<file path="src/verilog/bes_pkg.sv">
// Package of constants and types for the bus error status logger.
package bes_pkg;

	localparam int ADDR_W = 8;
	localparam int DATA_W = 64;

	// Register map, byte addresses.
	localparam logic [7:0] OFS_STATUS = 8'h00;
	localparam logic [7:0] OFS_CONFIG = 8'h08;
	localparam logic [7:0] OFS_IRQ_STATUS = 8'h10;
	localparam logic [7:0] OFS_IRQ_ENABLE = 8'h18;
	localparam logic [7:0] OFS_IRQ_CLEAR = 8'h20;
	localparam logic [7:0] OFS_TIMEOUT_COUNT = 8'h28;

	// Bit positions inside machine_check_bank_status.
	localparam int BIT_EXT_BUS_INIT_SIGNAL = 35;
	localparam int BIT_RSP_PARITY = 36;
	localparam int BIT_SPLIT_HARD = 37;
	localparam int BIT_TIMEOUT = 38;
	localparam int BIT_HARD_ERR = 42;
	localparam int BIT_INTERNAL = 43;
	localparam int BIT_ADDR_PARITY = 44;
	localparam int BIT_UNCORRECTABLE_ECC_FLAG = 45;
	localparam int BIT_CORRECTED_ECC_FLAG = 46;
	localparam int SYN_LSB = 47;
	localparam int SYN_MSB = 54;

	// Interrupt status and enable layout, one bit per logged event.
	localparam int IRQ_EXT_BUS_INIT_SIGNAL = 0;
	localparam int IRQ_RSP_PARITY = 1;
	localparam int IRQ_SPLIT_HARD = 2;
	localparam int IRQ_TIMEOUT = 3;
	localparam int IRQ_HARD_ERR = 4;
	localparam int IRQ_INTERNAL = 5;
	localparam int IRQ_ADDR_PARITY = 6;
	localparam int IRQ_UNCORRECTABLE_ECC_FLAG = 7;
	localparam int IRQ_CORRECTED_ECC_FLAG = 8;
	localparam int IRQ_W = 9;

	// Configuration fields.
	localparam int CFG_RATIO_LSB = 0;
	localparam int CFG_RATIO_MSB = 1;
	localparam int CFG_LONG_COUNTER = 2;
	localparam int CFG_XTAL_SRC = 3;
	localparam logic [1:0] RATIO_HALF = 2'h0;
	localparam logic [1:0] RATIO_THIRD = 2'h1;
	localparam logic [1:0] RATIO_QUARTER = 2'h2;
	localparam logic [3:0] CFG_RESET = 4'h0;

	// Timeout chain.
	localparam int PRESCALE_W = 8;
	localparam logic [7:0] PRESCALE_LAST = 8'h7f;
	localparam int TO_SHORT_W = 15;
	localparam int TO_LONG_W = 23;
	localparam int ADDRESS_PARITY_FAILURE_LIMIT = 2;

	typedef struct packed {
		logic bus_init;
		logic [2:0] rs;
		logic rsp;
		logic rs_valid;
		logic xtal;
	} bes_pins_t;

	typedef struct packed {
		bes_pins_t pin_s1;
		bes_pins_t pin_s2;
		logic xtal_prev;
		logic bus_init_prev;
		logic [3:0] cfg;
		logic [1:0] div_cnt;
		logic [7:0] prescale;
		logic [23:0] to_cnt;
		logic to_bus_init_signal;
		logic [1:0] address_parity_failure_cnt;
		logic [63:0] status;
		logic [8:0] irq_status;
		logic [8:0] irq_enable;
		logic irq;
		logic [63:0] rdata;
	} bes_state_t;

	localparam bes_state_t STATE_RESET = '{
		pin_s1: '0, pin_s2: '0, xtal_prev: 1'b0, bus_init_prev: 1'b0,
		cfg: CFG_RESET, div_cnt: 2'h0, prescale: 8'h00, to_cnt: 24'h000000,
		to_bus_init_signal: 1'b0, address_parity_failure_cnt: 2'h0, status: 64'h0000000000000000,
		irq_status: 9'h000, irq_enable: 9'h000, irq: 1'b0,
		rdata: 64'h0000000000000000};

endpackage

</file>
<file path="src/verilog/bes_logger.sv">
// Bus error status logger: sticky model-specific error bits and retirement timeout.
`timescale 1ns/1ps

////////////////////////////////////////////////////////////////////////////////

// Functional notes
// - External bus-init received sets bit 35.
// - Response status parity error sets bit 36.
// - Hard error on split access sets bit 37.
// - Retirement timeout sets bit 38.
// - Timeout is carry out of 15-bit counter.
// - Retire, exception, reset, timeout bus-init clear counter.
// - Divide-by-128 prescaler steps the timeout counter.
// - Bus clock is half, third or quarter.
// - Timeout bit is never overwritten while set.
// - Initiated transaction hard error sets bit 42.
// - Internal failure sets bit 43, held.
// - Two address parity failures set bit 44.
// - Uncorrected ECC sets bit 45, syndrome protected.
// - Corrected ECC sets bit 46.
// - Syndrome captured only when bit 45 clear.
// - Variant uses a 23-bit timeout counter.
// - Variant prescaler counts crystal clock cycles.
// The counts are parameters so that a test can shorten the timeout chain;
// LONG_CNT_W must stay below the 24-bit width of the counter register.
module bes_logger #(
	parameter int SHORT_CNT_W = bes_pkg::TO_SHORT_W,
	parameter int LONG_CNT_W = bes_pkg::TO_LONG_W,
	parameter logic [7:0] PRESCALE_TOP = bes_pkg::PRESCALE_LAST
) (
	input wire logic clock_i,
	input wire logic rstn_i,
	input wire logic [bes_pkg::ADDR_W-1:0] addr_i,
	input wire logic [bes_pkg::DATA_W-1:0] wdata_i,
	input wire logic write_i,
	input wire logic read_i,
	output logic [bes_pkg::DATA_W-1:0] rdata_o,
	input wire logic bus_init_signal_n_i,
	input wire logic [2:0] response_status_lines_n_i,
	input wire logic response_parity_pin_n_i,
	input wire logic response_valid_n_i,
	input wire logic crystal_clock_i,
	input wire logic retire_i,
	input wire logic exception_i,
	input wire logic split_hard_error_i,
	input wire logic hard_error_i,
	input wire logic internal_failure_i,
	input wire logic address_parity_failure_i,
	input wire logic ecc_valid_i,
	input wire logic uncorrectable_ecc_flag_i,
	input wire logic [7:0] ecc_syndrome_i,
	output logic timeout_bus_init_o,
	output logic internal_failure_pin_o,
	output logic irq_o
);

	////////////////////////////////////////////////////////////////////////////////

	// Hardware set wins over a software clear in the same cycle.
	function automatic logic sticky(input logic cur, input logic set, input logic clr);
		sticky = set | (cur & ~clr);
	endfunction

	function automatic logic reg_hit(input logic [7:0] addr, input logic [7:0] ofs);
		reg_hit = (addr == ofs);
	endfunction

	bes_pkg::bes_state_t q;
	bes_pkg::bes_state_t d;

	bes_pkg::bes_pins_t pins_now;
	logic wr_status;
	logic wr_config;
	logic wr_irq_enable;
	logic wr_irq_clear;
	logic ext_bus_init_signal_ev;
	logic parity_ev;
	logic xtal_tick;
	logic bus_tick;
	logic [1:0] div_last;
	logic prescale_tick;
	logic prescale_carry;
	logic [23:0] to_next;
	logic to_carry;
	logic to_clear;
	logic address_parity_failure_hit;
	logic corrected_ecc_flag_ev;
	logic uncorrectable_ecc_flag_ev;
	logic [8:0] ev;
	logic [8:0] irq_clr;
	logic [63:0] clr_mask;
	logic [63:0] rd_mux;

	////////////////////////////////////////////////////////////////////////////////

	always_comb begin
		d = q;

		// Pins from the bus are active low; two flip-flops before any use.
		pins_now.bus_init = ~bus_init_signal_n_i;
		pins_now.rs = ~response_status_lines_n_i;
		pins_now.rsp = ~response_parity_pin_n_i;
		pins_now.rs_valid = ~response_valid_n_i;
		pins_now.xtal = crystal_clock_i;
		d.pin_s1 = pins_now;
		d.pin_s2 = q.pin_s1;
		d.bus_init_prev = q.pin_s2.bus_init;
		d.xtal_prev = q.pin_s2.xtal;

		wr_status = write_i && reg_hit(addr_i, bes_pkg::OFS_STATUS);
		wr_config = write_i && reg_hit(addr_i, bes_pkg::OFS_CONFIG);
		wr_irq_enable = write_i && reg_hit(addr_i, bes_pkg::OFS_IRQ_ENABLE);
		wr_irq_clear = write_i && reg_hit(addr_i, bes_pkg::OFS_IRQ_CLEAR);

		if (wr_config) begin
			d.cfg = wdata_i[3:0];
		end
		if (wr_irq_enable) begin
			d.irq_enable = wdata_i[bes_pkg::IRQ_W-1:0];
		end

		// Only a rising edge of an external bus-init counts; the block's own
		// timeout bus-init goes out on a separate pin and is not looped back.
		ext_bus_init_signal_ev = q.pin_s2.bus_init && !q.bus_init_prev;

		// Even parity over the three response lines and the parity pin.
		parity_ev = q.pin_s2.rs_valid && (^{q.pin_s2.rs, q.pin_s2.rsp});

		////////////////////////////////////////////////////////////////////////

		// Bus clock is a divided enable of the core clock.
		unique case (q.cfg[bes_pkg::CFG_RATIO_MSB:bes_pkg::CFG_RATIO_LSB])
			bes_pkg::RATIO_HALF: div_last = 2'h1;
			bes_pkg::RATIO_THIRD: div_last = 2'h2;
			default: div_last = 2'h3;
		endcase
		bus_tick = (q.div_cnt == div_last);
		d.div_cnt = bus_tick ? 2'h0 : q.div_cnt + 2'h1;

		// The crystal tick is a synchronised rising edge, so the crystal must
		// run below half the core clock to be counted faithfully.
		xtal_tick = q.pin_s2.xtal && !q.xtal_prev;
		prescale_tick = q.cfg[bes_pkg::CFG_XTAL_SRC] ? xtal_tick : bus_tick;

		prescale_carry = prescale_tick && (q.prescale == PRESCALE_TOP);
		if (prescale_tick) begin
			d.prescale = prescale_carry ? 8'h00 : q.prescale + 8'h01;
		end

		to_next = q.to_cnt + 24'h000001;
		if (q.cfg[bes_pkg::CFG_LONG_COUNTER]) begin
			to_carry = prescale_carry && to_next[LONG_CNT_W];
		end else begin
			to_carry = prescale_carry && to_next[SHORT_CNT_W];
		end

		// A carry clears the counter at once, so it never sits past its width.
		to_clear = retire_i || exception_i || q.to_bus_init_signal || to_carry;
		if (to_clear) begin
			d.to_cnt = 24'h000000;
		end else if (prescale_carry) begin
			d.to_cnt = to_next;
		end
		d.to_bus_init_signal = to_carry;

		////////////////////////////////////////////////////////////////////////

		// Address parity failures are counted until the second one.
		address_parity_failure_hit = 1'b0;
		if (address_parity_failure_i) begin
			if (q.address_parity_failure_cnt == 2'(bes_pkg::ADDRESS_PARITY_FAILURE_LIMIT - 1)) begin
				address_parity_failure_hit = 1'b1;
				d.address_parity_failure_cnt = 2'h0;
			end else begin
				d.address_parity_failure_cnt = q.address_parity_failure_cnt + 2'h1;
			end
		end

		corrected_ecc_flag_ev = ecc_valid_i && !uncorrectable_ecc_flag_i;
		uncorrectable_ecc_flag_ev = ecc_valid_i && uncorrectable_ecc_flag_i;

		// Software clears a bit by writing zero to it; ones leave it alone.
		clr_mask = wr_status ? ~wdata_i : 64'h0000000000000000;

		d.status[bes_pkg::BIT_EXT_BUS_INIT_SIGNAL] = sticky(q.status[bes_pkg::BIT_EXT_BUS_INIT_SIGNAL],
			ext_bus_init_signal_ev, clr_mask[bes_pkg::BIT_EXT_BUS_INIT_SIGNAL]);
		d.status[bes_pkg::BIT_RSP_PARITY] = sticky(q.status[bes_pkg::BIT_RSP_PARITY],
			parity_ev, clr_mask[bes_pkg::BIT_RSP_PARITY]);
		d.status[bes_pkg::BIT_SPLIT_HARD] = sticky(q.status[bes_pkg::BIT_SPLIT_HARD],
			split_hard_error_i, clr_mask[bes_pkg::BIT_SPLIT_HARD]);
		d.status[bes_pkg::BIT_TIMEOUT] = sticky(q.status[bes_pkg::BIT_TIMEOUT],
			to_carry, clr_mask[bes_pkg::BIT_TIMEOUT]);
		d.status[bes_pkg::BIT_HARD_ERR] = sticky(q.status[bes_pkg::BIT_HARD_ERR],
			hard_error_i, clr_mask[bes_pkg::BIT_HARD_ERR]);
		d.status[bes_pkg::BIT_INTERNAL] = sticky(q.status[bes_pkg::BIT_INTERNAL],
			internal_failure_i, clr_mask[bes_pkg::BIT_INTERNAL]);
		d.status[bes_pkg::BIT_ADDR_PARITY] = sticky(q.status[bes_pkg::BIT_ADDR_PARITY],
			address_parity_failure_hit, clr_mask[bes_pkg::BIT_ADDR_PARITY]);
		d.status[bes_pkg::BIT_UNCORRECTABLE_ECC_FLAG] = sticky(q.status[bes_pkg::BIT_UNCORRECTABLE_ECC_FLAG],
			uncorrectable_ecc_flag_ev, clr_mask[bes_pkg::BIT_UNCORRECTABLE_ECC_FLAG]);
		d.status[bes_pkg::BIT_CORRECTED_ECC_FLAG] = sticky(q.status[bes_pkg::BIT_CORRECTED_ECC_FLAG],
			corrected_ecc_flag_ev, clr_mask[bes_pkg::BIT_CORRECTED_ECC_FLAG]);

		// The syndrome is guarded by the bit 45 held before this cycle, so a
		// clear and a new error in one cycle do not capture the new syndrome.
		if (ecc_valid_i && !q.status[bes_pkg::BIT_UNCORRECTABLE_ECC_FLAG]) begin
			d.status[bes_pkg::SYN_MSB:bes_pkg::SYN_LSB] = ecc_syndrome_i;
		end else if (wr_status && wdata_i[bes_pkg::SYN_MSB:bes_pkg::SYN_LSB] == 8'h00) begin
			d.status[bes_pkg::SYN_MSB:bes_pkg::SYN_LSB] = 8'h00;
		end

		////////////////////////////////////////////////////////////////////////

		ev = '0;
		ev[bes_pkg::IRQ_EXT_BUS_INIT_SIGNAL] = ext_bus_init_signal_ev;
		ev[bes_pkg::IRQ_RSP_PARITY] = parity_ev;
		ev[bes_pkg::IRQ_SPLIT_HARD] = split_hard_error_i;
		ev[bes_pkg::IRQ_TIMEOUT] = to_carry;
		ev[bes_pkg::IRQ_HARD_ERR] = hard_error_i;
		ev[bes_pkg::IRQ_INTERNAL] = internal_failure_i;
		ev[bes_pkg::IRQ_ADDR_PARITY] = address_parity_failure_hit;
		ev[bes_pkg::IRQ_UNCORRECTABLE_ECC_FLAG] = uncorrectable_ecc_flag_ev;
		ev[bes_pkg::IRQ_CORRECTED_ECC_FLAG] = corrected_ecc_flag_ev;
		irq_clr = wr_irq_clear ? wdata_i[bes_pkg::IRQ_W-1:0] : 9'h000;
		for (int i = 0; i < bes_pkg::IRQ_W; i++) begin
			d.irq_status[i] = sticky(q.irq_status[i], ev[i], irq_clr[i]);
		end
		d.irq = |(d.irq_status & d.irq_enable);

		////////////////////////////////////////////////////////////////////////

		rd_mux = 64'h0000000000000000;
		unique case (addr_i)
			bes_pkg::OFS_STATUS: rd_mux = q.status;
			bes_pkg::OFS_CONFIG: rd_mux = {60'h000000000000000, q.cfg};
			bes_pkg::OFS_IRQ_STATUS: rd_mux = {55'h0, q.irq_status};
			bes_pkg::OFS_IRQ_ENABLE: rd_mux = {55'h0, q.irq_enable};
			bes_pkg::OFS_TIMEOUT_COUNT: rd_mux = {40'h0000000000, q.to_cnt};
			default: rd_mux = 64'h0000000000000000;
		endcase
		d.rdata = read_i ? rd_mux : 64'h0000000000000000;
	end

	always_ff @(posedge clock_i) begin
		if (!rstn_i) begin
			q <= bes_pkg::STATE_RESET;
		end else begin
			q <= d;
		end
	end

	assign rdata_o = q.rdata;
	assign timeout_bus_init_o = q.to_bus_init_signal;
	assign internal_failure_pin_o = q.status[bes_pkg::BIT_INTERNAL];
	assign irq_o = q.irq;

endmodule // bes_logger

</file>
<file path="config.mk">
export PLATFORM = sky130hd
export DESIGN_NAME = bes_logger
export DESIGN_NICKNAME = d
export VERILOG_FILES = /design/src/verilog/bes_pkg.sv /design/src/verilog/bes_logger.sv
export SDC_FILE = /design/constraint.sdc
export NUM_CORES = 1
export LEC_CHECK = 0
export ABC_CLOCK_PERIOD_IN_PS = 2130
export BUFFER_PORTS_ARGS = -buffer_cell sky130_fd_sc_hd__buf_2
export CAP_MARGIN = 20
export CORE_ASPECT_RATIO = 1.75
export CORE_MARGIN = 2
export CORE_UTILIZATION = 52
export CTS_CLUSTER_DIAMETER = 30
export DETAILED_ROUTE_END_ITERATION = 16
export PLACE_DENSITY = 0.81
export SYNTH_ARGS = -nofsm -noshare
export SYNTH_HDL_FRONTEND = slang
export SYNTH_SLANG_ARGS = --single-unit
</file>
<file path="constraint.sdc">
create_clock -name clock_i -period 2.13 [get_ports clock_i]
set_input_delay 0 -clock clock_i [delete_from_list [all_inputs] [get_ports clock_i]]
set_output_delay 0 -clock clock_i [all_outputs]
set_load 0.03 [all_outputs]
</file>
; Word level (Yosys, flattened, before mapping)
; Cells that the tools add are included.
[op_classes]
n_addsub = 4
eq_ne = 9
mux = 13
n_bitwise = 61
n_reduce_logical = 30
[ops]
columns = op, count
row1 = case mux 55 bit (5 select lines), 1
row2 = two-way mux 47 bit, 1
row3 = inverter 47 bit, 1
row4 = "adder 24 x 1 -> 24 bit, second input constant", 1
row5 = two-way mux 8 bit, 3
row6 = inverter 1 bit, 22
row7 = AND 1 bit, 18
row8 = two-way mux 9 bit, 2
row9 = bitwise OR 1 bit, 18
row10 = "equality test 8 x 5 -> 1 bit, second input constant", 2
row11 = "equality test 8 x 6 -> 1 bit, second input constant", 2
row12 = logical NOT 8 bit, 2
row13 = logical AND 1 bit, 14
row14 = AND 9 bit, 1
row15 = OR reduction 9 bit, 1
row16 = "adder 8 x 1 -> 8 bit, second input constant", 1
row17 = "equality test 8 x 4 -> 1 bit, second input constant", 1
row18 = "equality test 8 x 7 -> 1 bit, second input constant", 1
row19 = "adder 2 x 1 -> 2 bit, second input constant", 2
row20 = "equality test 2 x 1 -> 1 bit, second input constant", 2
row21 = logical NOT 1 bit, 4
row22 = two-way mux 1 bit, 4
row23 = case mux 2 bit (2 select lines), 1
row24 = OR reduction 2 bit, 2
row25 = other kinds (8), 10
[word_totals]
regBits = 157
inputBits = 99
out_inout_bits = 67
elab_cells = 141

; Depth between registers and ports, before layout
[logic_depth]
depth_word = 10
mapped_depth = 8

; Worst setup path after synthesis
; No wires, ideal clock.
[synth_timing]
path_kind = register to register
from = register q[174] in the netlist's numbering
to = register q[156] in the netlist's numbering
setup_time_ns = 0.114
arrival_time_ns = 1.713
setup_slack_ns = 0.303
path_stages_with_launch = 9
n_path_buf = 2
period_less_slack_ns = 1.827
path_cell_list = dfxtp_1 -> ha_1 -> nand4_1 -> nor3_1 -> clkbuf_8 -> clkbuf_1 -> nand4_1 -> xor2_1 -> nor2_1
[synth_between]
elab_chain_cells = 6
[synth_lines]
columns = element, line_no
row1 = "start, declared", bes_logger.sv:68  ; bes_pkg::bes_state_t q;
row2 = "start signal, assigned", bes_logger.sv:246  ; q <= bes_pkg::STATE_RESET;
row3 = equality test 8 x 7 -> 1 bit *, bes_logger.sv:145  ; prescale_carry = prescale_tick && (q.prescale == PRESCALE_TOP);
row4 = logical AND 1 bit *, bes_logger.sv:145
row5 = logical AND 1 bit (on tied branches), "bes_logger.sv:154, bes_logger.sv:152"
row6 = two-way mux 1 bit, bes_logger.sv:151  ; if (q.cfg[bes_pkg::CFG_LONG_COUNTER]) begin
row7 = logical OR 1 bit, bes_logger.sv:158  ; to_clear = retire_i || exception_i || q.to_bus_init_signal || to_carry;
row8 = OR reduction 2 bit (no source line), n/a
; Every way passes the cells marked *; elsewhere a longest branch is shown, timed or not.
; A chain may end at the register's enable or synchronous reset.

; Final worst setup path
[layout_timing]
from = register q[153] in the netlist's numbering
to = register q[77] in the netlist's numbering
[layout_between]
elab_chain_cells = 4
[layout_lines]
columns = element, line_no
row1 = adder 24 x 1 -> 24 bit *, bes_logger.sv:150  ; to_next = q.to_cnt + 24'h000001;
row2 = logical AND 1 bit (on tied branches), "bes_logger.sv:154, bes_logger.sv:152"
row3 = two-way mux 1 bit *, bes_logger.sv:151
row4 = bitwise OR 1 bit *, bes_logger.sv:61  ; sticky = set | (cur & ~clr);
; Marked as above.

==> run summary <==
outcome - finished, final reports clean
critical path, cell by cell - nand4_2 > nor4_4 > and2_2 > a221oi_1 > or2_2 > a21oi_1
Tcrit/Tclk final - 94.1%
vias - 4535
nets - 807
slowest CP cell - nor4_4
end of the critical path - q[77]$_SDFF_PN0_
Die Area - 11700 µm²
R2R Setup Slk - 0.12 ns
global-route wire length before repair - 21.3 mm
DRC violations left - 0
top cells by area, synth - dfxtp_1 48%, buf_4 8.8%, and2_1 6.8%
Setup CP Type - reg2reg
synthesized instance count - 588
Max-slew headroom - 51.2%
vias in the first global route - 4631
Starting Density - 53.0%
post-synthesis cell area - 5610 µm²
total power - 5.73 mW
most frequent cells in the layout - 134 x dfxtp_1, 104 x buf_2, 61 x and2_1
antenna cells - 0
Hold WC Path Type - in2reg
hpwl dp - 8.89 mm
final WL - 13.1 mm
Pre-antenna DRT Iters - 5
#FFs+latches synth - 134
worst reg2reg path depth - 6
Slew @ Worst Pin - 0.728 ns
clock root buffer - clkbuf_16
Max clock buf depth - 2
Critical R2R Capture - q[77]$_SDFF_PN0_
WP data required - 2.47 ns
final hold slack - 0.0441 ns
max-slew violation count - 0
CP Capture Type - flop
Reg clk slew, reported paths - 0.06 ns
number of vias per cell - 5.34
P_leak - 2.95 nW
fill cell count - 829
input/output buffers - 104
sequential area share after synthesis - 47.8%
crit path launch - q[153]$_SDFFE_PP0N_
row cnt - 50
Final Hold Fails - 0
initial antenna violation count - 0
syn_area_per_cell - 9.54 µm²
peak supply drop - 0.658 mV
Die Ht - 141 µm
later-pin clock latency in the skew report - 0.42 ns
PD cells - 826 nW/µm²
CTS sink cnt - 134
CP arrival - 2.35 ns
top-area cell type share of the netlist area - 47.8%
max-cap violations - 0
final worst slack - 0.125 ns
CTS tree - built
Core ar. - 10600 µm²
Max Clock Freq - 0.499 GHz
Post-Place Worst Slack - 0.124 ns
startpoint types - flop
Overflow after GRT - 0
largest net degree at the start of global routing - 44
GRT Overall Usage - 23.8%
Final GP Congestion - 0.866
Area Growth Syn to Fin - 23.6%
setup_tns - 0 ns
H-tree depth - 4
Inserted Clock Buffers - 17
worst stage delay on the critical path - 0.47 ns
Netlist cell types - 54
1st-iter DRT viols - 303
share of cells above drive strength 1 - 23.9%
Final min period - 2.01 ns
reg2reg start - q[153]$_SDFFE_PP0N_
EDFF count, synth - 0
most common cell after layout, fill and taps aside - dfxtp_1
post-layout util - 65.6%
Synth Flop Type - dfxtp_1
IO Count - 166
Synth Warn # - 0
Post-Route Skew - 0.00727 ns
Avg WL per Cell - 15.4 µm
dominant cell type by area after synthesis - dfxtp_1
Die Wd - 82.5 µm
# setup viols final - 0
post-route ant nets - 0
ys async rst share - 0%
critical path peak fanout - 6
per-layer routing:
| metal | global-route usage, % | part of all wire (%) |
|---|---|---|
| met5 | 0 | 0 |
| met4 | 12.2 | 3.5 |
| met2 | 42.2 | 54 |
| met1 | 24.1 | 36 |
| met3 | 7.38 | 5.7 |
registers in the layout (all words and copies together) (netlist names):
| register | cells |
|---|---|
| d | 9 |
| q | 81 |
| timeout_bus_init_o | 1 |
| internal_failure_pin_o | 1 |
| rdata_o | 41 |
| irq_o | 1 |
per-stage QoR:
| step | area [µm²] | instances |
|---|---|---|
| after floorplan | 5690 | 610 |
| after global placement | 5870 | 769 |
| final | 6930 | 849 |
| after global routing | 6930 | 849 |
| after detailed placement | 5870 | 769 |
| after CTS | 6910 | 847 |
critical path: cells and delay by family (launching register included):
kind	cells	cell delay, ns
AND/OR/NAND/NOR	4	1.24
flip-flops	1	0.44
AO/OA/AOI/OAI	2	0.26
how the worst min path moves through the flow:
stage / startpoint / endpoint / slack (ns) / cells past startpoint
6_report: exception_i / q[173]$_SDFFE_PP0N_ / 0.04 / 5
5_1_grt: retire_i / q[171]$_SDFFE_PP0N_ / 0.06 / 5
4_1_cts: ecc_valid_i / q[82]$_SDFF_PN0_ / 0.04 / 4
3_5_place_dp: response_status_lines_n_i[2] / d[195]$_SDFF_PN0_ / 0.16 / 2
3_3_place_gp: bus_init_signal_n_i / d[196]$_SDFF_PN0_ / 0.15 / 2
2_1_floorplan: bus_init_signal_n_i / d[196]$_SDFF_PN0_ / 0.07 / 1
cell usage after synthesis (all sizes together), types with 2 or more instances:
master    n
nand2    18
o21ai    18
a32oi     2
a21oi    29
and3b     2
and3     11
and4      5
nor3      8
mux2i     5
mux2      4
or2       2
buf      77
or3       5
nor4b     3
xnor2     5
dfxtp   134
nand4    29
clkbuf   12
nor2b     2
and2     63
nand3    16
a22oi    18
ha        2
xor2     25
a31oi     3
a222oi    5
inv       6
nand2b    7
nor4      6
nor2     56
cell families after synthesis:
kind of cell	after synthesis	synth area share (%)
and+or+nand+nor	234	24.5
DFF	134	47.8
buffers and inverters	96	11.3
AOI/OAI and AO/OA	82	9.37
xor gates and xnor gates	30	4.69
muxes	9	1.70
adders and majority gates	2	0.446
other	1	0.0669
area by class of cell:
type | instances | area (µm²) | share of cell area (%)
Clock buffer | 26 | 509 | 7.35
Clock inverter | 6 | 66.3 | 0.957
Inverter | 7 | 26.3 | 0.379
Multi-Input combinational cell | 380 | 2380 | 34.4
Sequential cell | 134 | 2680 | 38.7
Tap cell | 130 | 163 | 2.35
Timing Repair Buffer | 166 | 1100 | 15.9
power by group:
group	internal, mW	switching, mW	total [mW]
Combinational	0.152	0.198	0.350
Clock	1.76	1.03	2.79
Sequential	2.56	0.0284	2.59
Total	4.47	1.26	5.73
what timing repair did:
item,4_1_cts,5_1_grt
hold endpoints to repair,47,0
hold buffers,46,0
resized for setup,0,1
setup buffers,0,2
endpoints found under the setup margin,0,20
Note: power is estimated with default switching activity, not from simulation.
